[src/pmsr_pkg.sv]
package pmsr_pkg;

    localparam int PMSR_NUM_CH = 4;
    localparam int PMSR_ADDR_W = 8;
    localparam int PMSR_DATA_W = 32;
    localparam int PMSR_WORD_W = 24;
    localparam int PMSR_IRQ_W = 3;

    // byte offsets on the register bus
    localparam logic [7:0] PMSR_OFS_SELECT = 8'h00;
    localparam logic [7:0] PMSR_OFS_SYS_CTRL = 8'h04;
    localparam logic [7:0] PMSR_OFS_CHAN_RB = 8'h08;
    localparam logic [7:0] PMSR_OFS_COMP_RB = 8'h0C;
    localparam logic [7:0] PMSR_OFS_CHAN_CFG0 = 8'h10;
    localparam logic [7:0] PMSR_OFS_ALARM_RB = 8'h20;
    localparam logic [7:0] PMSR_OFS_IRQ_STAT = 8'h24;
    localparam logic [7:0] PMSR_OFS_IRQ_MASK = 8'h28;

    // field positions shared by write words and readback words
    localparam int PMSR_BIT_CLAMP = 9;
    localparam int PMSR_BIT_CMP_OE = 8;
    localparam int PMSR_BIT_CMP_VOLT = 7;
    localparam int PMSR_BIT_TEMP_CLR = 6;
    localparam int PMSR_BIT_TEMP_STICKY = 6;
    localparam int PMSR_BIT_TEMP_LIVE = 5;
    localparam int PMSR_BIT_MODE_HI = 23;
    localparam int PMSR_BIT_CMP_TOP = 21;
    localparam int PMSR_BIT_ALM_TEMP_STICKY = 21;
    localparam int PMSR_BIT_ALM_TEMP_LIVE = 20;
    localparam int PMSR_BIT_ALM_GUARD_TOP = 19;
    localparam int PMSR_BIT_ALM_CLAMP_TOP = 11;
    localparam int PMSR_IRQ_TEMP = 0;
    localparam int PMSR_IRQ_CLAMP = 1;
    localparam int PMSR_IRQ_GUARD = 2;

    // word type codes in bits 23:22
    localparam logic [1:0] PMSR_TYPE_CHAN = 2'h0;
    localparam logic [1:0] PMSR_TYPE_COMP = 2'h1;
    localparam logic [1:0] PMSR_TYPE_ALARM = 2'h3;

    // reset values
    localparam logic [1:0] PMSR_RST_SELECT = 2'h0;
    localparam logic [2:0] PMSR_RST_IRQ_MASK = 3'h0;
    localparam logic [31:0] PMSR_RST_RDATA = 32'h0000_0000;

    typedef struct packed {
        logic clamp_enable;
        logic cmp_out_enable;
        logic cmp_voltage;
    } pmsr_chan_s;

    typedef struct packed {
        logic temp_alarm;
        logic [PMSR_NUM_CH-1:0] clamp_alarm;
        logic [PMSR_NUM_CH-1:0] guard_alarm;
        logic [PMSR_NUM_CH-1:0] cmp_low;
        logic [PMSR_NUM_CH-1:0] cmp_high;
    } pmsr_pins_s;

    localparam int PMSR_PINS_W = $bits(pmsr_pins_s);

    typedef struct packed {
        logic [PMSR_ADDR_W-1:0] address;
        logic read;
        logic write;
        logic [PMSR_DATA_W-1:0] writedata;
        logic [3:0] byteenable;
    } pmsr_avm_req_s;

    typedef struct packed {
        logic waitreq;
        logic [PMSR_DATA_W-1:0] rdata;
        logic [1:0] select;
        pmsr_chan_s [PMSR_NUM_CH-1:0] chan;
        logic temp_sticky;
        logic [PMSR_NUM_CH-1:0] clamp_latched;
        logic [PMSR_NUM_CH-1:0] guard_latched;
        logic temp_prev;
        logic clamp_any_prev;
        logic guard_any_prev;
        logic [PMSR_IRQ_W-1:0] irq_status;
        logic [PMSR_IRQ_W-1:0] irq_mask;
        logic irq;
    } pmsr_state_s;

endpackage

[src/pmsr_sync.sv]
`timescale 1ns/10ps
module pmsr_sync #(
    parameter int WIDTH = 1
) (
    input wire logic sys_clk_i,
    input wire logic resetn_i,
    input wire logic [WIDTH-1:0] async_i,
    output logic [WIDTH-1:0] sync_o
);
    // first stage feeds only the second stage
    logic [WIDTH-1:0] meta;

    always_ff @(posedge sys_clk_i or negedge resetn_i) begin
        if (!resetn_i) begin
            meta <= '0;
            sync_o <= '0;
        end else begin
            meta <= async_i;
            sync_o <= meta;
        end
    end
endmodule

[src/pmsr_status_readback.sv]
// Design decisions made here: the Avalon-MM register port and the placing of the registers.
`timescale 1ns/10ps
// Function
// - channel word bit 9 returns the selected channel's clamp enable state.
// - clamp enable shows the last write, system-wide or per-channel.
// - channel word bit 8 returns the comparator output enable state.
// - comparator output enable shows the last write from either register.
// - channel word bit 7 is 1 for compare voltage, 0 for current.
// - bit 6 sticky over-temperature flag, bit 5 live over-temperature flag.
// - writing 1 to per-channel bit 6 clears the sticky temperature flag.
// - comparator status register is read-only; writes to it do nothing.
// - bits 21..14 hold low/high comparator pairs, channel 0 first.
// - read-only alarm status register reports temperature, clamp, guard alarms.
// - temperature flags appear in every per-channel readback word too.
// - channel word is 24 bits, type bits 00, one channel per readback.
module pmsr_status_readback
    import pmsr_pkg::*;
#(
    parameter int CH_COUNT = pmsr_pkg::PMSR_NUM_CH
) (
    input wire logic sys_clk_i,
    input wire logic resetn_i,
    input wire logic [pmsr_pkg::PMSR_ADDR_W-1:0] avs_address_i,
    input wire logic avs_read_i,
    input wire logic avs_write_i,
    input wire logic [pmsr_pkg::PMSR_DATA_W-1:0] avs_writedata_i,
    input wire logic [3:0] avs_byteenable_i,
    output logic [pmsr_pkg::PMSR_DATA_W-1:0] avs_readdata_o,
    output logic avs_waitrequest_o,
    input wire logic temp_alarm_i,
    input wire logic [pmsr_pkg::PMSR_NUM_CH-1:0] clamp_alarm_i,
    input wire logic [pmsr_pkg::PMSR_NUM_CH-1:0] guard_alarm_i,
    input wire logic [pmsr_pkg::PMSR_NUM_CH-1:0] cmp_low_i,
    input wire logic [pmsr_pkg::PMSR_NUM_CH-1:0] cmp_high_i,
    output logic irq_o
);
    import pmsr_pkg::*;

    // comparator word layout has room for exactly four pairs
    if (CH_COUNT != PMSR_NUM_CH) begin : g_bad_count
        $error("pmsr_status_readback supports exactly four channels");
    end

    pmsr_state_s cur;
    pmsr_state_s nxt;
    pmsr_pins_s pins_raw;
    pmsr_pins_s pins;
    pmsr_avm_req_s req;

    assign pins_raw = '{temp_alarm: temp_alarm_i, clamp_alarm: clamp_alarm_i,
                        guard_alarm: guard_alarm_i, cmp_low: cmp_low_i,
                        cmp_high: cmp_high_i};
    assign req = '{address: avs_address_i, read: avs_read_i, write: avs_write_i,
                   writedata: avs_writedata_i, byteenable: avs_byteenable_i};

    // all pin levels are asynchronous to the bus clock
    pmsr_sync #(
        .WIDTH(PMSR_PINS_W)
    ) u_pin_sync (
        .sys_clk_i(sys_clk_i),
        .resetn_i(resetn_i),
        .async_i(pins_raw),
        .sync_o(pins)
    );

    function automatic logic [PMSR_WORD_W-1:0] chan_word(input pmsr_chan_s ch,
                                                         input logic sticky,
                                                         input logic live);
        logic [PMSR_WORD_W-1:0] w;
        w = '0;
        w[PMSR_BIT_MODE_HI -: 2] = PMSR_TYPE_CHAN;
        w[PMSR_BIT_CLAMP] = ch.clamp_enable;
        w[PMSR_BIT_CMP_OE] = ch.cmp_out_enable;
        w[PMSR_BIT_CMP_VOLT] = ch.cmp_voltage;
        w[PMSR_BIT_TEMP_STICKY] = sticky;
        w[PMSR_BIT_TEMP_LIVE] = live;
        return w;
    endfunction

    function automatic logic [PMSR_WORD_W-1:0] comp_word(input pmsr_pins_s p);
        logic [PMSR_WORD_W-1:0] w;
        w = '0;
        w[PMSR_BIT_MODE_HI -: 2] = PMSR_TYPE_COMP;
        for (int i = 0; i < PMSR_NUM_CH; i++) begin
            w[PMSR_BIT_CMP_TOP - 2*i] = p.cmp_low[i];
            w[PMSR_BIT_CMP_TOP - 2*i - 1] = p.cmp_high[i];
        end
        return w;
    endfunction

    function automatic logic [PMSR_WORD_W-1:0] alarm_word(input pmsr_state_s s,
                                                          input pmsr_pins_s p);
        logic [PMSR_WORD_W-1:0] w;
        w = '0;
        w[PMSR_BIT_MODE_HI -: 2] = PMSR_TYPE_ALARM;
        w[PMSR_BIT_ALM_TEMP_STICKY] = s.temp_sticky;
        w[PMSR_BIT_ALM_TEMP_LIVE] = p.temp_alarm;
        for (int i = 0; i < PMSR_NUM_CH; i++) begin
            w[PMSR_BIT_ALM_GUARD_TOP - 2*i] = s.guard_latched[i];
            w[PMSR_BIT_ALM_GUARD_TOP - 2*i - 1] = p.guard_alarm[i];
            w[PMSR_BIT_ALM_CLAMP_TOP - 2*i] = s.clamp_latched[i];
            w[PMSR_BIT_ALM_CLAMP_TOP - 2*i - 1] = p.clamp_alarm[i];
        end
        return w;
    endfunction

    logic access;
    logic do_write;
    logic do_read;
    logic temp_clear;
    logic [PMSR_IRQ_W-1:0] irq_event;
    logic [PMSR_IRQ_W-1:0] irq_clear;
    logic [1:0] cfg_idx;
    logic cfg_hit;
    logic [PMSR_WORD_W-1:0] rd_word;

    always_comb begin
        nxt = cur;
        access = req.read | req.write;
        // bus side effects fire only at the edge that ends the ready cycle
        do_write = req.write & ~cur.waitreq;
        do_read = req.read & ~cur.waitreq;
        cfg_hit = (req.address >= PMSR_OFS_CHAN_CFG0) &&
                  (req.address < PMSR_OFS_ALARM_RB) && (req.address[1:0] == 2'h0);
        cfg_idx = req.address[3:2];
        temp_clear = 1'b0;
        irq_clear = '0;

        // one wait cycle per access, then a single ready cycle
        nxt.waitreq = ~(access & cur.waitreq);

        if (do_write) begin
            if (req.address == PMSR_OFS_SELECT && req.byteenable[0]) begin
                nxt.select = req.writedata[1:0];
            end
            if (req.address == PMSR_OFS_SYS_CTRL && req.byteenable[1]) begin
                for (int i = 0; i < PMSR_NUM_CH; i++) begin
                    nxt.chan[i].clamp_enable = req.writedata[PMSR_BIT_CLAMP];
                    nxt.chan[i].cmp_out_enable = req.writedata[PMSR_BIT_CMP_OE];
                end
            end
            if (cfg_hit) begin
                if (req.byteenable[1]) begin
                    nxt.chan[cfg_idx].clamp_enable = req.writedata[PMSR_BIT_CLAMP];
                    nxt.chan[cfg_idx].cmp_out_enable = req.writedata[PMSR_BIT_CMP_OE];
                end
                if (req.byteenable[0]) begin
                    nxt.chan[cfg_idx].cmp_voltage = req.writedata[PMSR_BIT_CMP_VOLT];
                    temp_clear = req.writedata[PMSR_BIT_TEMP_CLR];
                end
            end
            if (req.address == PMSR_OFS_IRQ_MASK && req.byteenable[0]) begin
                nxt.irq_mask = req.writedata[PMSR_IRQ_W-1:0];
            end
            // readback words, including comparator status, ignore writes
        end

        if (do_read && req.address == PMSR_OFS_IRQ_STAT) begin
            irq_clear = '1;
        end

        // latched alarms: a new alarm level wins over a same-cycle clear
        if (temp_clear) begin
            nxt.temp_sticky = 1'b0;
            nxt.clamp_latched = '0;
            nxt.guard_latched = '0;
        end
        if (pins.temp_alarm) begin
            nxt.temp_sticky = 1'b1;
        end
        nxt.clamp_latched = nxt.clamp_latched | pins.clamp_alarm;
        nxt.guard_latched = nxt.guard_latched | pins.guard_alarm;

        // events are rising edges of the synchronised alarm levels
        irq_event = '0;
        irq_event[PMSR_IRQ_TEMP] = pins.temp_alarm & ~cur.temp_prev;
        irq_event[PMSR_IRQ_CLAMP] = (|pins.clamp_alarm) & ~cur.clamp_any_prev;
        irq_event[PMSR_IRQ_GUARD] = (|pins.guard_alarm) & ~cur.guard_any_prev;
        nxt.temp_prev = pins.temp_alarm;
        nxt.clamp_any_prev = |pins.clamp_alarm;
        nxt.guard_any_prev = |pins.guard_alarm;
        nxt.irq_status = (cur.irq_status & ~irq_clear) | irq_event;
        nxt.irq = |(nxt.irq_status & nxt.irq_mask);

        // read data is captured during the wait cycle and held while ready
        rd_word = '0;
        case (req.address)
            PMSR_OFS_CHAN_RB: begin
                // only the selected channel is visible per readback
                rd_word = chan_word(cur.chan[cur.select], cur.temp_sticky,
                                    pins.temp_alarm);
            end
            PMSR_OFS_COMP_RB: begin
                rd_word = comp_word(pins);
            end
            PMSR_OFS_ALARM_RB: begin
                rd_word = alarm_word(cur, pins);
            end
            default: begin
                rd_word = '0;
            end
        endcase
        if (req.read && cur.waitreq) begin
            nxt.rdata = '0;
            case (req.address)
                PMSR_OFS_SELECT: nxt.rdata[1:0] = cur.select;
                PMSR_OFS_IRQ_STAT: nxt.rdata[PMSR_IRQ_W-1:0] = cur.irq_status;
                PMSR_OFS_IRQ_MASK: nxt.rdata[PMSR_IRQ_W-1:0] = cur.irq_mask;
                PMSR_OFS_CHAN_RB, PMSR_OFS_COMP_RB, PMSR_OFS_ALARM_RB: begin
                    nxt.rdata[PMSR_WORD_W-1:0] = rd_word;
                end
                default: nxt.rdata = PMSR_RST_RDATA;
            endcase
        end
    end

    always_ff @(posedge sys_clk_i or negedge resetn_i) begin
        if (!resetn_i) begin
            cur <= '0;
            cur.waitreq <= 1'b1;
            cur.rdata <= PMSR_RST_RDATA;
            cur.select <= PMSR_RST_SELECT;
            cur.irq_mask <= PMSR_RST_IRQ_MASK;
        end else begin
            cur <= nxt;
        end
    end

    assign avs_readdata_o = cur.rdata;
    assign avs_waitrequest_o = cur.waitreq;
    assign irq_o = cur.irq;
endmodule

[config.mk]
export PLATFORM = sky130hd
export DESIGN_NAME = pmsr_status_readback
export DESIGN_NICKNAME = d
export VERILOG_FILES = /design/src/pmsr_pkg.sv /design/src/pmsr_sync.sv /design/src/pmsr_status_readback.sv
export SDC_FILE = /design/constraint.sdc
export NUM_CORES = 1
export LEC_CHECK = 0
export ABC_AREA = 1
export BUFFER_PORTS_ARGS = -buffer_cell sky130_fd_sc_hd__buf_2
export CAP_MARGIN = 20
export CORE_MARGIN = 2
export CORE_UTILIZATION = 42
export DETAILED_ROUTE_END_ITERATION = 12
export GPL_TIMING_DRIVEN = 0
export HOLD_SLACK_MARGIN = 0.05
export PLACE_DENSITY = 0.77
export SETUP_SLACK_MARGIN = 0.3
export SYNTH_ARGS = -nofsm -noshare
export SYNTH_HDL_FRONTEND = slang
export SYNTH_SLANG_ARGS = --single-unit
[constraint.sdc]
create_clock -name sys_clk_i -period 1.95 [get_ports sys_clk_i]
set_clock_uncertainty 0.1 [all_clocks]
set_input_delay 0.39 -clock sys_clk_i [delete_from_list [all_inputs] [get_ports sys_clk_i]]
set_output_delay 0.39 -clock sys_clk_i [all_outputs]
set_load 0.02 [all_outputs]
---- Yosys cells after proc, flatten, opt, wreduce, memory -nomap -nowiden ----
Cells that the tools add are included.
word-level totals
  word-level logic and storage cells ...... 108
  flip-flop bits (word level) ............. 92
  input bits .............................. 65
cells by class
  eq/ne operators ......................... 6
  muxes and demuxes ....................... 36
  reductions and logical operators ........ 17
  bitwise operators ....................... 18
  $lt $le $gt $ge ......................... 5
operators with widths
  cell                count
  $pmux 24 s3         1
  $mux 12             5
  $bwmux 12           3
  $eq 8x6->1 const B  3
  $mux 21             1
  $demux 3 s2         3
  $mux 2              9
  $eq 8x4->1 const B  2
  $mux 3              5
  $mux 9              1
  $eq 8x3->1 const B  1
  $ge 8x5->1 const B  1
  $logic_and 1x1->1   8
  $logic_not 8->1     1
  $lt 8x6->1 const B  1
  $or 4x4->4          2
  $pmux 2 s4          1
  $reduce_or 4->1     2
  $and 1x1->1         6
  $and 3x3->3         2
  $bmux 3 s2          1
  $lt 2x3->1 const B  2
  $reduce_or 3->1     2
  $mux 1              5
  other kinds (9)     14

---- Depth between registers and ports, before layout ----
  depth in word-level cells ............... 12
  gate-level depth with buffers ........... 9

---- By module ----
From an unflattened synthesis, not the netlist that was laid out.
second synthesis, totals
  cell total of the unflattened synthesis .. 439
  area, all modules ....................... 3900.0 µm²
modules (own cells, without submodules)
  module                cells each  area an instance (µm²)  sequential area each (µm²)  instances
  pmsr_status_readback  405         3049.2                  1427.6                      1
  pmsr_sync             34          850.8                   850.8                       1

---- Worst setup path after synthesis ----
No wires, ideal clock.
  path kind ............................... register to register
  start point ............................. register cur (netlist bit avs_waitrequest_o)
  end point ............................... register cur[20] (netlist bit)
  setup time .............................. 113 ps
  buffers on the path ..................... 0
  stages on the path, launching flop included .. 8
  arrival ................................. 1221 ps
  data required time ...................... 1737 ps
  path slack .............................. 517 ps
  path through ............................ dfstp_2 > inv_1 > nand2_2 > clkinv_1 > nand2_1 > nand2_1 > nand2_1 > inv_1
between the ends
  word-level cells in the longest chain between the ends .. 2
RTL lines
  item                    line                         source
  from (decl)             pmsr_status_readback.sv:44   pmsr_state_s cur;
  from (signal assigned)  pmsr_status_readback.sv:225  cur <= nxt;
  $not 1->1               pmsr_status_readback.sv:121  do_write = req.write & ~cur.waitreq;
  $and 1x1->1             pmsr_status_readback.sv:121
No other way between the ends.
A chain may end at the register's enable or synchronous reset.

---- Worst setup path after layout ----
  start point ............................. register cur (netlist bit avs_waitrequest_o)
  end point ............................... output port avs_waitrequest_o
RTL lines
  item       line                        source
  to (decl)  pmsr_status_readback.sv:29  output logic avs_waitrequest_o,
No word-level cell between the ends.

==> run_results.csv <==
group,metric,value,unit
cells_and_area,fin_cells,662,
die,floorplan.initialDensity,0.431,
worst_setup_path,critical_path.top_delay_family,"flip-flops",
drt,ant_nets,0,
cells_and_area,design_area,0.00488,mm2
yosys,synthCells,444,
worst_setup_path,r2r_slack,0.37,ns
cells_and_area,fin_nets,611,
yosys,seq_area_frac_synth,0.574,
die,pin_count,99,
sta,grt_setup_unrepaired,"false",
cells_and_area,num-fill-cells,833,
sta,max_freq,634,MHz
grt,grt_util_all_layers,0.168,
clocking,cts_root_buf,"clkbuf_8",
place,numPortBuffers,62,
worst_setup_path,worstSetupPathType,"register to output pin",
sta,post-route-period-util,0.809,
drt,vias_per_cell,4.74,
place,dpl_cell_area,0.00448,mm2
die,coreArea,0.00920,mm2
cells_and_area,layout-drive-gt1-share,0.258,
pwr,intPower,2.71,mW
clocking,cts_tree,"done",
clocking,clk_pin_slew_worst_paths,0.09,ns
clocking,insertion_delay,0.36,ns
worst_setup_path,critical-path-slowest-cell,"dfstp_2",
worst_setup_path,crit_arrival,1.09,ns
grt,grt_max_degree,54,
sta,tightest_slew,0.516,ns
flow_run,drv_cap,0,
status,status,"finished, final reports clean",
place,place_inst,626,
pwr,power.density,747,mW/mm2
worst_setup_path,endpoint_kind,"output pin",
cells_and_area,area.growth.synth_to_final,23.1,%
sta,finalSetupViolations,0,
yosys,synth.ff_latch_count,91,
cells_and_area,finish.utilization,0.531,
grt,overflow,0,
yosys,avgSynthCellArea,8.94,um2
clocking,htree_levels,3,
pwr,swShare,0.257,
place,dp_hpwl,6.00,mm
clocking,clock_sinks,91,
pwr,p_leak,2.70,nW
worst_setup_path,path_cells,"buf_2",
drt,via_count,3140,
drt,wl,8.22,mm
min_path,hold_path_class,"input port to register",
die,fp.dieH,101,um
yosys,yosys_warnings,0,
pwr,seq_power_share,0.547,
drt,drc_errors,0,
worst_setup_path,crit_buf_inv,1,
pwr,p_switching,0.937,mW
clocking,ctsLongestPathBuffers,2,
sta,fin_ws,0.372,ns
sta,slew_viol_final,0,
worst_setup_path,required,1.46,ns
place,pre_cts_slack,0.163,ns
grt,grt_pass1_vias,3015,
drt,initialDrtViolationCount,186,
drt,wl_per_cell,12.4,um
cells_and_area,diodes,0,
pwr,vdd_drop_max,0.000405,V
die,die-area,0.0102,mm2
sta,slew_headroom,0.656,
yosys,ys_types,26,
sta,hold_violations,0,
pwr,combPwrFrac,0.104,
worst_setup_path,cp_max_fo,5,
worst_setup_path,slowest_delay,0.57,ns
drt,first_pass_iters,4,
place,gp_congestion,0.853,
sta,period_needed,1.58,ns
die,row_count,35,
pwr,clockPowerShare,0.349,
yosys,netlist_area,0.00397,mm2
grt,grt_pass1_wl,13.5,mm
worst_setup_path,start_kind,"register",
grt,antenna_found_initial,0,
clocking,cts_buffers,9,
die,die_x,101,um
repair_timing:
item	in CTS	in global routing
setup endpoints to repair	9	22
hold endpoints to repair	54	0
hold buffers	18	0
pin swaps	0	1
gates cloned	0	0
gates resized for setup	1	5
buffers inserted	0	2
synth_stat cells:
library cell / instances / area, um2
a21oi_1: 2 / 10.0
a31oi_1: 2 / 12.5
and2_1: 1 / 6.26
buf_2: 3 / 15.0
buf_4: 34 / 255
buf_6: 1 / 11.3
clkbuf_1: 3 / 11.3
clkinv_1: 1 / 3.75
conb_1: 1 / 3.75
dfrtp_1: 90 / 2250
dfstp_2: 1 / 26.3
inv_1: 56 / 210
inv_2: 2 / 7.51
nand2_1: 142 / 533
nand2_2: 5 / 31.3
nand3_1: 26 / 130
nand3_2: 3 / 30.0
nand3b_1: 1 / 7.51
nand4_1: 17 / 106
nor2_1: 10 / 37.5
nor2_2: 6 / 37.5
nor2_4: 4 / 45.0
o211ai_1: 1 / 7.51
o21ai_0: 19 / 95.1
o22ai_1: 12 / 75.1
or2_2: 1 / 6.26
layout make-up:
type	count	area, um2	share of cell area
clock inverters	6	72.6	0.0149
clock buffers	10	128	0.0261
multi-input cells	261	1210	0.248
inverters	59	225	0.0461
well taps	111	139	0.0284
flip-flops and latches	91	2280	0.467
repair buffers	83	533	0.109
plain buffers	41	297	0.0607
through the flow:
| step | TNS [ns] | hold slack [ns] | total power, mW |
|---|---|---|---|
| 2_1_floorplan | 0 | -0.00559 | 2.23 |
| 3_3_place_gp | -30.87 | 0.234 | 2.36 |
| 3_5_place_dp | 0 | 0.236 | 2.38 |
| 4_1_cts | 0 | 0.0935 | 3.68 |
| 5_1_grt | 0 | 0.112 | 3.82 |
| 6_report | 0 | 0.0973 | 3.65 |
power groups by stage:
stage	sequential, mW	combinational (mW)	clock, mW
after floorplan	2.03	0.200	0
after global placement	2.03	0.329	0
after detailed placement	2.03	0.347	0
after CTS	2.00	0.376	1.30
after global routing	2.01	0.426	1.39
final	2.00	0.380	1.27
worst paths after layout:
kind / start / to / cells after the start
setup reg to reg: avs_waitrequest_o$_DFF_PN1_ / register / 7
setup / recovery: avs_waitrequest_o$_DFF_PN1_ / avs_waitrequest_o / 1
max in group asynchronous: resetn_i / u_pin_sync.sync_o[14]$_DFF_PN0_ / 3
hold / removal: avs_read_i / avs_waitrequest_o$_DFF_PN1_ / 2
hold reg to reg: u_pin_sync.meta[5]$_DFF_PN0_ / u_pin_sync.sync_o[5]$_DFF_PN0_ / 0
min in group asynchronous: resetn_i / avs_readdata_o[23]$_DFFE_PN0P_ / 2
cell usage in the layout, fill, tap and decap left out, drive strengths merged:
cell type,instances
a21oi,2
a31oi,2
and2,1
buf,102
bufinv,1
clkbuf,14
clkinvlp,4
conb,9
dfrtp,90
dfstp,1
dlygate4sd3,18
inv,60
nand2,147
nand3,29
nand3b,1
nand4,17
nor2,20
o211ai,1
o21ai,19
o22ai,12
or2,1
cell families (layout without fill, tap and decap cells):
logic type | Yosys count | after routing | synth area share
other cells | 1 | 9 | 0.000945
flops | 91 | 91 | 0.574
compound gates | 36 | 36 | 0.0505
buf+inv | 100 | 199 | 0.130
simple gates | 216 | 216 | 0.245
sequential cells by signal, indices dropped and copies added, names as in the netlist, named ones only:
| register | flops |
|---|---|
| avs_readdata_o | 23 |
| irq_o | 1 |
| u_pin_sync.sync_o | 17 |
| u_pin_sync.meta | 17 |
| cur | 28 |
| avs_waitrequest_o | 1 |
metal layers:
metal	up-vias	GRT usage	routed length, um	part of all wire
li1	1554	-	-	-
met5	-	0	0	0
met4	0	0.0863	231	0.028
met1	1467	0.210	3590	0.44
met2	100	0.274	4010	0.49
met3	19	0.0386	399	0.049
Note: power is estimated with default switching activity, not from simulation.
